--- src/logic/crcm_pkg.sv ---
// Constants and types for the multi-byte CRC-32 engine.
// Assumes one clock domain and a synchronous active-high reset.
package crcm_pkg;
  localparam int DATA_W = 64;
  localparam int CNT_W = 3;
  localparam int CRC_W = 32;
  localparam int BYTES_MAX = 8;
  localparam logic [31:0] CRC_POLY = 32'h04C11DB7;
  localparam logic [31:0] CRC_SEED = 32'hFFFFFFFF;
  localparam logic [31:0] RESULT_RST = 32'h00000000;
  localparam int BUF_DEPTH = 2;
  typedef logic [DATA_W-1:0] crcm_word_t;
  typedef logic [CNT_W-1:0] crcm_cnt_t;
endpackage : crcm_pkg

--- src/logic/crcm_beat_if.sv ---
// Beat carrier between the input buffer and the CRC engine.
// Assumes both ends share the block clock.
`timescale 1ns/1ps
`default_nettype none
interface crcm_beat_if;
  logic valid;
  logic ready;
  crcm_pkg::crcm_word_t word;
  crcm_pkg::crcm_cnt_t cnt;
  modport src (output valid, output word, output cnt, input ready);
  modport snk (input valid, input word, input cnt, output ready);
endinterface : crcm_beat_if
`default_nettype wire

--- src/logic/crcm_engine.sv ---
// Multi-byte CRC-32 engine: up to eight bytes per clock, result one clock later.
// Assumes feeding logic on the same clock; byte lane 0 is bits [7:0], sent first.
`timescale 1ns/1ps
`default_nettype none
module crcm_engine (
  input wire logic clk,
  input wire logic sys_rst,
  input wire logic checksumClear,
  input wire logic inputValidStrobe,
  output logic inputReady,
  input wire logic [crcm_pkg::CNT_W-1:0] validByteCount,
  input wire logic [crcm_pkg::DATA_W-1:0] inputWord,
  output logic [crcm_pkg::CRC_W-1:0] checksumResult,
  output logic resultValid
);
  import crcm_pkg::*;

  // Count value 0..7 means 1..8 bytes valid, lanes from bit 0 upward
  function automatic logic [31:0] crc_byte(input logic [31:0] c, input logic [7:0] b);
    logic [31:0] r;
    r = c;
    for (int i = 0; i < 8; i++) begin
      if (r[31] ^ b[7-i]) r = {r[30:0], 1'b0} ^ CRC_POLY;
      else r = {r[30:0], 1'b0};
    end
    return r;
  endfunction : crc_byte

  function automatic logic [31:0] finish(input logic [31:0] c);
    logic [31:0] r;
    r = ~c;
    return {r[7:0], r[15:8], r[23:16], r[31:24]};
  endfunction : finish

  // Folds lanes 0..n in ascending order into the running CRC
  function automatic logic [31:0] fold_word(input logic [31:0] c, input logic [63:0] w,
      input logic [2:0] n);
    logic [31:0] r;
    r = c;
    for (int k = 0; k < 8; k++) begin
      if (k <= int'(n)) begin
        r = crc_byte(r, w[8*k +: 8]);
      end
    end
    return r;
  endfunction : fold_word

  // The lane loop assumes eight-bit lanes filling the word, the byte reversal a 32-bit CRC
  initial begin
    if (DATA_W != 8 * BYTES_MAX) $error("word width must hold eight-bit lanes");
    if (CRC_W != 32) $error("result path serves a 32-bit CRC only");
    if (2 ** CNT_W != BYTES_MAX) $error("count field must span every lane");
  end

  crcm_beat_if beat ();

  crcm_skid_buf #(.DEPTH(BUF_DEPTH)) u_buf (
    .clk(clk),
    .sys_rst(sys_rst || checksumClear),
    .inValid(inputValidStrobe),
    .inReady(inputReady),
    .inWord(inputWord),
    .inCnt(validByteCount),
    .out(beat)
  );

  logic [31:0] crc_q, crc_d;
  logic [31:0] res_q, res_d;
  logic rv_q, rv_d;
  logic [31:0] acc;

  assign beat.ready = 1'b1;

  always_comb begin
    acc = fold_word(crc_q, beat.word, beat.cnt);
    crc_d = crc_q;
    res_d = res_q;
    rv_d = 1'b0;
    if (beat.valid) begin
      crc_d = acc;
      res_d = finish(acc);
      rv_d = 1'b1;
    end
  end

  always_ff @(posedge clk) begin
    if (sys_rst || checksumClear) begin
      crc_q <= CRC_SEED;
      res_q <= RESULT_RST;
      rv_q <= 1'b0;
    end else begin
      crc_q <= crc_d;
      res_q <= res_d;
      rv_q <= rv_d;
    end
  end

  assign checksumResult = res_q;
  assign resultValid = rv_q;

  property p_clear_seeds;
    @(posedge clk) checksumClear |=> (crc_q == CRC_SEED && !resultValid);
  endproperty
  a_clear_seeds: assert property (p_clear_seeds) else $error("clear did not reseed");


  property p_result_form;
    @(posedge clk) disable iff (sys_rst || checksumClear)
      beat.valid |=> (checksumResult == finish(crc_q));
  endproperty
  a_result_form: assert property (p_result_form) else $error("bad result form");


  property p_one_clock;
    @(posedge clk) disable iff (sys_rst || checksumClear)
      beat.valid |=> resultValid;
  endproperty
  a_one_clock: assert property (p_one_clock) else $error("result not one clock later");


  property p_hold;
    @(posedge clk) disable iff (sys_rst || checksumClear)
      !beat.valid |=> $stable(crc_q) && !resultValid;
  endproperty
  a_hold: assert property (p_hold) else $error("CRC moved without data");


  property p_count;
    @(posedge clk) disable iff (sys_rst || checksumClear)
      (beat.valid && beat.cnt == 3'h0) |=>
        crc_q == crc_byte($past(crc_q), $past(beat.word[7:0]));
  endproperty
  a_count: assert property (p_count) else $error("one-byte count wrong");


  property p_ready;
    @(posedge clk) disable iff (sys_rst) inputReady;
  endproperty
  a_ready: assert property (p_ready) else $error("buffer stalled");


  property p_enter;
    @(posedge clk) disable iff (sys_rst || checksumClear)
      inputValidStrobe |-> beat.valid;
  endproperty
  a_enter: assert property (p_enter) else $error("beat lost");


  property p_seed_first;
    @(posedge clk) sys_rst |=> crc_q == 32'hFFFFFFFF;
  endproperty
  a_seed_first: assert property (p_seed_first) else $error("seed wrong");

  property p_result_stands;
    @(posedge clk) disable iff (sys_rst || checksumClear)
      !beat.valid |=> $stable(checksumResult);
  endproperty
  a_result_stands: assert property (p_result_stands) else $error("result moved idle");

  property p_pulse_cause;
    @(posedge clk) disable iff (sys_rst || checksumClear)
      resultValid |-> $past(beat.valid);
  endproperty
  a_pulse_cause: assert property (p_pulse_cause) else $error("pulse without beat");

  property p_clear_result;
    @(posedge clk) checksumClear |=> (checksumResult == RESULT_RST && !resultValid);
  endproperty
  a_clear_result: assert property (p_clear_result) else $error("clear kept result");

  property p_full_fold;
    @(posedge clk) disable iff (sys_rst || checksumClear)
      (beat.valid && beat.cnt == 3'h7) |=>
        crc_q == fold_word($past(crc_q), $past(beat.word), 3'h7);
  endproperty
  a_full_fold: assert property (p_full_fold) else $error("eight-byte fold wrong");

  property p_no_stall;
    @(posedge clk) disable iff (sys_rst || checksumClear)
      inputValidStrobe |-> inputReady;
  endproperty
  a_no_stall: assert property (p_no_stall) else $error("strobed beat refused");

  c_back_to_back: cover property (@(posedge clk) beat.valid ##1 beat.valid);

  c_full: cover property (@(posedge clk) beat.valid && beat.cnt == 3'h7);
  c_partial: cover property (@(posedge clk) beat.valid && beat.cnt == 3'h3);
  c_clear_mid: cover property (@(posedge clk) beat.valid ##1 checksumClear);
endmodule : crcm_engine
`default_nettype wire

--- src/logic/crcm_skid_buf.sv ---
// Two-entry buffer for data beats with valid/ready on both sides.
// Assumes the sink side is the CRC engine on the same clock.
`timescale 1ns/1ps
`default_nettype none
module crcm_skid_buf #(
  parameter int DEPTH = 2
) (
  input wire logic clk,
  input wire logic sys_rst,
  input wire logic inValid,
  output logic inReady,
  input wire logic [crcm_pkg::DATA_W-1:0] inWord,
  input wire logic [crcm_pkg::CNT_W-1:0] inCnt,
  crcm_beat_if.src out
);
  import crcm_pkg::*;
  localparam int ENT_W = DATA_W + CNT_W;
  initial begin
    if (DEPTH != 2) $error("crcm_skid_buf serves only two entries");
  end
  logic [ENT_W-1:0] mem_q [2];
  logic [ENT_W-1:0] mem_d [2];
  logic wrPtr_q, wrPtr_d, rdPtr_q, rdPtr_d;
  logic [1:0] cnt_q, cnt_d;
  logic push, pop;
  logic bypass;
  // An empty buffer hands the beat straight through in the same clock, adding no latency
  assign bypass = (cnt_q == 2'h0);
  assign inReady = (cnt_q != 2'h2);
  assign out.valid = bypass ? inValid : 1'b1;
  assign out.word = bypass ? inWord : mem_q[rdPtr_q][ENT_W-1:CNT_W];
  assign out.cnt = bypass ? inCnt : mem_q[rdPtr_q][CNT_W-1:0];
  assign push = inValid && inReady && !(bypass && out.ready);
  assign pop = out.valid && out.ready && !bypass;
  always_comb begin
    mem_d = mem_q;
    wrPtr_d = wrPtr_q;
    rdPtr_d = rdPtr_q;
    cnt_d = cnt_q;
    if (push) begin
      mem_d[wrPtr_q] = {inWord, inCnt};
      wrPtr_d = ~wrPtr_q;
    end
    if (pop) begin
      rdPtr_d = ~rdPtr_q;
    end
    cnt_d = cnt_q + 2'(push) - 2'(pop);
  end
  always_ff @(posedge clk) begin
    if (sys_rst) begin
      wrPtr_q <= 1'b0;
      rdPtr_q <= 1'b0;
      cnt_q <= 2'h0;
    end else begin
      wrPtr_q <= wrPtr_d;
      rdPtr_q <= rdPtr_d;
      cnt_q <= cnt_d;
    end
    mem_q <= mem_d;
  end
endmodule : crcm_skid_buf
`default_nettype wire

--- config.mk ---
export PLATFORM = sky130hd
export DESIGN_NAME = crcm_engine
export DESIGN_NICKNAME = d
export VERILOG_FILES = /design/src/logic/crcm_pkg.sv /design/src/logic/crcm_beat_if.sv /design/src/logic/crcm_engine.sv /design/src/logic/crcm_skid_buf.sv
export SDC_FILE = /design/constraint.sdc
export NUM_CORES = 1
export LEC_CHECK = 0
export BUFFER_PORTS_ARGS = -buffer_cell sky130_fd_sc_hd__buf_2
export CORE_MARGIN = 1
export CORE_UTILIZATION = 60
export CTS_BUF_LIST = sky130_fd_sc_hd__clkbuf_16
export DETAILED_ROUTE_END_ITERATION = 10
export GPL_TIMING_DRIVEN = 1
export PLACE_DENSITY = 0.79
export SYNTH_ARGS = -nofsm -noshare
export SYNTH_HDL_FRONTEND = slang
export SYNTH_SLANG_ARGS = --single-unit
--- constraint.sdc ---
create_clock -name clk -period 23.1 [get_ports clk]
set_clock_uncertainty 0.15 [all_clocks]
set_input_delay 5.775 -clock clk [delete_from_list [all_inputs] [get_ports clk]]
set_output_delay 5.775 -clock clk [all_outputs]
set_load 0.05 [all_outputs]
# Yosys cells after proc, flatten, opt, wreduce, memory -nomap -nowiden
# Cells that the tools add are included.
# totals
reg_bits	203
latchBits	0
mem_bits_rw	0
romBits	0
inputBits	71
out_inout_bits	34
word_cells	291
mem_count	0
# op_classes
n_addsub	2
multipliers	0
div	0
order_cmp	10
n_eq_ne	1
n_shift	0
n_mux	130
bitwise_logic	133
n_reduce_logical	7
# op_table
op	count
$mux 32	56
$mux 27	64
$not 14->14	64
$mux 67	4
$bwmux 134	1
$demux 67 s1	1
$mux 64	1
$xor 1x1->1	64
$not 32->32	1
$le 3x3->1 const A	4
$le 2x3->1 const A	2
$ge 2x2->1 const B	2
$logic_and 1x1->1	4
$not 1->2	2
$le 1x3->1 const A	1
$mux 3	1
$add 2x1->2	1
$logic_not 2->1	1
$lt 2x1->1 const B	1
$mux 1	2
$ne 2x2->1 const B	1
$not 1->1	2
$sub 2x1->2	1
$logic_not 1->1	1
$logic_or 1x1->1	1

# Logic depth before layout (Yosys ltp)
# depth
ltp_word	190
depth_mapped	36
depth_no_buf	30

# Cells and area by module
# Synthesis repeated with hierarchy kept, for this count alone.
# unflattened
hier_cells	1927
hier_area_um2	19635.1
# by_module_without_submodules
mod	instances	cells_each	area_per_inst_um2	seq_area_each_um2
crcm_engine	1	1539	13759.4	1301.2
crcm_skid_buf	1	388	5875.6	4103.9

# Least setup slack after synthesis
# No wires, ideal clock.
# synth_timing
kind	input-to-reg
startpoint	input validByteCount[1] in the netlist's numbering
endpoint	register crc_q[11]
setup_time_ps	58
arrival_ps	14395
required_time_ps	22892
slack_ps	8497
path_stages	33
path_buffers	3
path_cell_list	nor3_1 a21o_1 clkbuf_1 nand2_1 nor2_1 nor3b_1 o21a_1 or3_1 clkbuf_1 xnor2_1 xor3_1 a221o_1 buf_2 xnor2_1 xnor3_1 a22o_2 xnor2_4 xnor3_1 xnor3_1 o21a_4 xor2_4 or3_1 a31oi_1 xnor2_4 xor2_4 xnor3_1 mux2i_4 xor2_4 xor2_4 xnor3_1 xnor2_1 o2111ai_1 o21a_1
# synth_between
elab_chain_cells	113
elab_cells_between_ends	197
cone_classes	order compare: 7; mux: 98; bitwise: 92
# synth_rtl
item	line	rtl
start: declaration	crcm_engine.sv:11	input wire logic [crcm_pkg::CNT_W-1:0] validByteCount,
$mux 3 (*)	crcm_skid_buf.sv:32	assign out.cnt = bypass ? inCnt : mem_q[rdPtr_q][CNT_W-1:0];
$le 1x3->1	crcm_engine.sv:41	if (k <= int'(n)) begin
$mux 32 (5 in series)	crcm_engine.sv:41	
$xor 1x1->1	crcm_engine.sv:23	if (r[31] ^ b[7-i]) r = {r[30:0], 1'b0} ^ CRC_POLY;
$mux 27	crcm_engine.sv:23	
$mux 32	crcm_engine.sv:41	
$not 14->14 (no line)	-	
$mux 27	crcm_engine.sv:23	
[93 not listed]	-	
$mux 27	crcm_engine.sv:23	
$mux 32	crcm_engine.sv:41	
$not 14->14 (no line)	-	
$mux 27	crcm_engine.sv:23	
$mux 32	crcm_engine.sv:41	
$not 14->14 (no line)	-	
$mux 27	crcm_engine.sv:23	
$mux 32 (*)	crcm_engine.sv:41	
end signal: assignment	crcm_engine.sv:92	crc_q <= crc_d;
end: declaration	crcm_engine.sv:67	logic [31:0] crc_q, crc_d;
# Mark *: on every way between the ends. The rest lies on a longest branch, timed or not. The select of a mux whose other input is x is not followed.
# A chain may end at the register's enable or synchronous reset.

# Final worst setup path
# layout_timing
startpoint	input validByteCount[2] in the netlist's numbering
endpoint	register crc_q[8]
# layout_between
elab_chain_cells	111
elab_cells_between_ends	197
cone_classes	order compare: 7; mux: 98; bitwise: 92
# layout_rtl
item	line
$mux 3 (*)	crcm_skid_buf.sv:32
$le 1x3->1	crcm_engine.sv:41
$mux 32	crcm_engine.sv:41
$mux 27	crcm_engine.sv:23
$mux 32	crcm_engine.sv:41
$not 14->14 (no line)	-
$mux 27	crcm_engine.sv:23
$mux 32 (6 in series)	crcm_engine.sv:41
[90 not listed]	-
$mux 27	crcm_engine.sv:23
$mux 32	crcm_engine.sv:41
$not 14->14 (no line)	-
$mux 27	crcm_engine.sv:23
$mux 32	crcm_engine.sv:41
$not 14->14 (no line)	-
$mux 27	crcm_engine.sv:23
$mux 32 (*)	crcm_engine.sv:41
# Marked as above.

==> metrics.yaml <==
status:
  status: "finished, final reports clean"
clock_tree:
  worstSkewPairLatency_ns: 0.54
  cts_tree: "done"
  clock-root-buffer: "clkbuf_16"
  cts_hold_buf: 0
  path_clk_slew_ns: 0.06
  clock_sinks: 203
  htreeDepth: 1
  post_cts_resized: 0
  cts.path.max_buffers: 3
  post_cts_buffers: 0
  cts_buffers: 23
yosys:
  yosysMostFrequentCell: "xnor2_1"
  syn_nets: 1936
  syn_area_per_cell_sq_um: 10.1
  synth_area_sq_um: 18800
  ys.warnings.count: 0
  yosysTopAreaCell: "edfxtp_1"
  synthFlopType: "edfxtp_1"
  yosysTopAreaCellShare_pct: 21.5
  synth_seq_cells: 203
  postSynthCellCount: 1865
  async_flop_share_pct: 0
  synth-edff-count: 134
  netlist-cell-type-count: 90
  ys_seq_area_share_pct: 28.8
  synthTopCellsByArea: "edfxtp_1 (21%), xnor2_1 (16%), xnor3_1 (8.4%)"
  synthTopCellsByCount: "xnor2_1 (344), nor2_1 (194), nand2_1 (150)"
sta:
  post-route-period-util_pct: 74.9
  hold_viol_final: 0
  min_period_ns: 17.31
  setup_viol: 0
  worst_pin_slew_ns: 1.39
  maxClockFrequency_mhz: 57.8
  fin_tns_setup_ns: 0
  rsz0062_at_grt: "no"
  slew_viol_final: 0
  worst_slew_margin_rel_pct: 7.65
floorplanning:
  dieArea_sq_um: 32000
  rows: 64
  ioPinCount: 105
  fp.dieH_microns: 179
  chipWidth_microns: 179
  start_util_pct: 61.1
  core-area_sq_um: 30700
drt:
  drc: 0
  vias: 14400
  via_per_inst: 6.16
  wl_per_cell_microns: 23.5
  drtIter0Drc: 1605
  drtAntennaViolNets: 0
  wirelength_microns: 55000
  first_pass_iters: 5
setup_path:
  cp_max_fo: 54
  crit_required_ns: 23.35
  start_kind: "input pin"
  crit_family: "XOR/XNOR gates"
  max_stage_delay_ns: 1.07
  critPathCaptureType: "flip-flop"
  worst_path_max_delay_cell: "a222oi_1"
  cp.arrival_ns: 17.56
  crit_type: "input pin to flip-flop"
  path_buf_inv: 4
grt:
  antenna_found_initial: 0
  grtUsageMet2_pct: 55.4
  gr-total-overflow: 0
  grt_pass1_wl_microns: 82400
  grt_start_max_net_pins: 70
  grt.busiest_layer: "met2"
  grt_usage_pct: 34.4
  use_met1_pct: 47.8
  grt_pass1_vias: 13600
  grtUsageMet3_pct: 3.52
cells_and_area:
  register_area_sq_um: 5410
  n_fill_cell: 2520
  final_nets: 1999
  area_growth_pct: 8.61
  antenna_cells: 0
  drive_gt1_share_pct: 15.3
  multi_input_area_sq_um: 12900
placement:
  finalWeightedCongestion: 0.997
  dp_hpwl_microns: 42800
  numPortBuffers: 104
worst_hold_path:
  hold_class: "flip-flop to flip-flop"
flow_run:
  cap_violations: 0
[metal layers]
metal / wire, microns / vias to the layer above
met5: 0 / -
met2: 25500 / 611
met1: 23500 / 7036
li1: - / 6663
met4: 2180 / 0
met3: 3910 / 115
[through the flow]
step	instances	util [%]	instance area (sq um)	setup WS (ns)	hold slack, ns
global route	2341	66.4	20400	5.30	0.313
CTS	2341	66.4	20400	6.03	0.296
global placement	2299	63.9	19600	5.51	0.283
detailed placement	2299	63.9	19600	5.50	0.286
floorplan	1865	-	18800	8.50	0.267
finish	2341	66.4	20400	5.79	0.298
[worst paths after layout]
kind,startpoint,endpoint,slack (ns),depth (start not counted)
worst max register to register,u_buf.cnt_q[0]$_SDFF_PP0_,crc_q[8]$_SDFFE_PP1P_,10.20,29
worst max-delay path,validByteCount[2],crc_q[8]$_SDFFE_PP1P_,5.79,33
worst min register to register,checksumResult[8]$_SDFFE_PP0P_,checksumResult[8]$_SDFFE_PP0P_,0.30,1
worst min-delay path,checksumResult[8]$_SDFFE_PP0P_,checksumResult[8]$_SDFFE_PP0P_,0.30,1
[logic make-up after synthesis]
logic type,after synthesis,share of synthesized area [%]
flops,203,28.8
simple gates,462,10.8
buf+inv,102,2.42
xor+xnor,590,37.0
compound gates,368,12.6
mux,140,8.28
[placed cells by master (no fill, tap or decap), types with 28 or more instances in the layout]
cell type,instances
xnor2_1,344
a21oi_1,117
buf_2,104
xnor3_1,70
nor2_1,190
edfxtp_1,134
a21o_1,28
mux2i_1,104
xor2_1,109
nand2_1,149
dfxtp_1,68
o21ai_0,89
[cell type report]
cell class	count	area share, %
Clock buffer	25	3.07
Clock inverter	17	0.700
Inverter	9	0.166
Tap cell	396	2.43
Sequential cell	203	26.6
Timing Repair Buffer	131	3.55
Multi-Input combinational cell	1560	63.5
[worst reg2reg max path, delay by kind of cell, from the launching register on]
family,cells,cell delay (ns)
XOR/XNOR,17,6.97
multiplexers,2,0.71
AND/OR/NAND/NOR,5,2.05
AO/OA/AOI/OAI,5,2.26
flip-flops,1,0.63
[sequential cells by signal, indices dropped and copies added, names as in the netlist]
| register | count |
|---|---|
| checksumResult | 32 |
| crc_q | 32 |
| resultValid | 1 |
| u_buf.cnt_q | 2 |
| u_buf.mem_q | 134 |
| u_buf.rdPtr_q | 1 |
| u_buf.wrPtr_q | 1 |
Power is left out: the tool's default activity adds up to more than one toggle a clock period on the data nets, which glitch-free logic cannot reach.
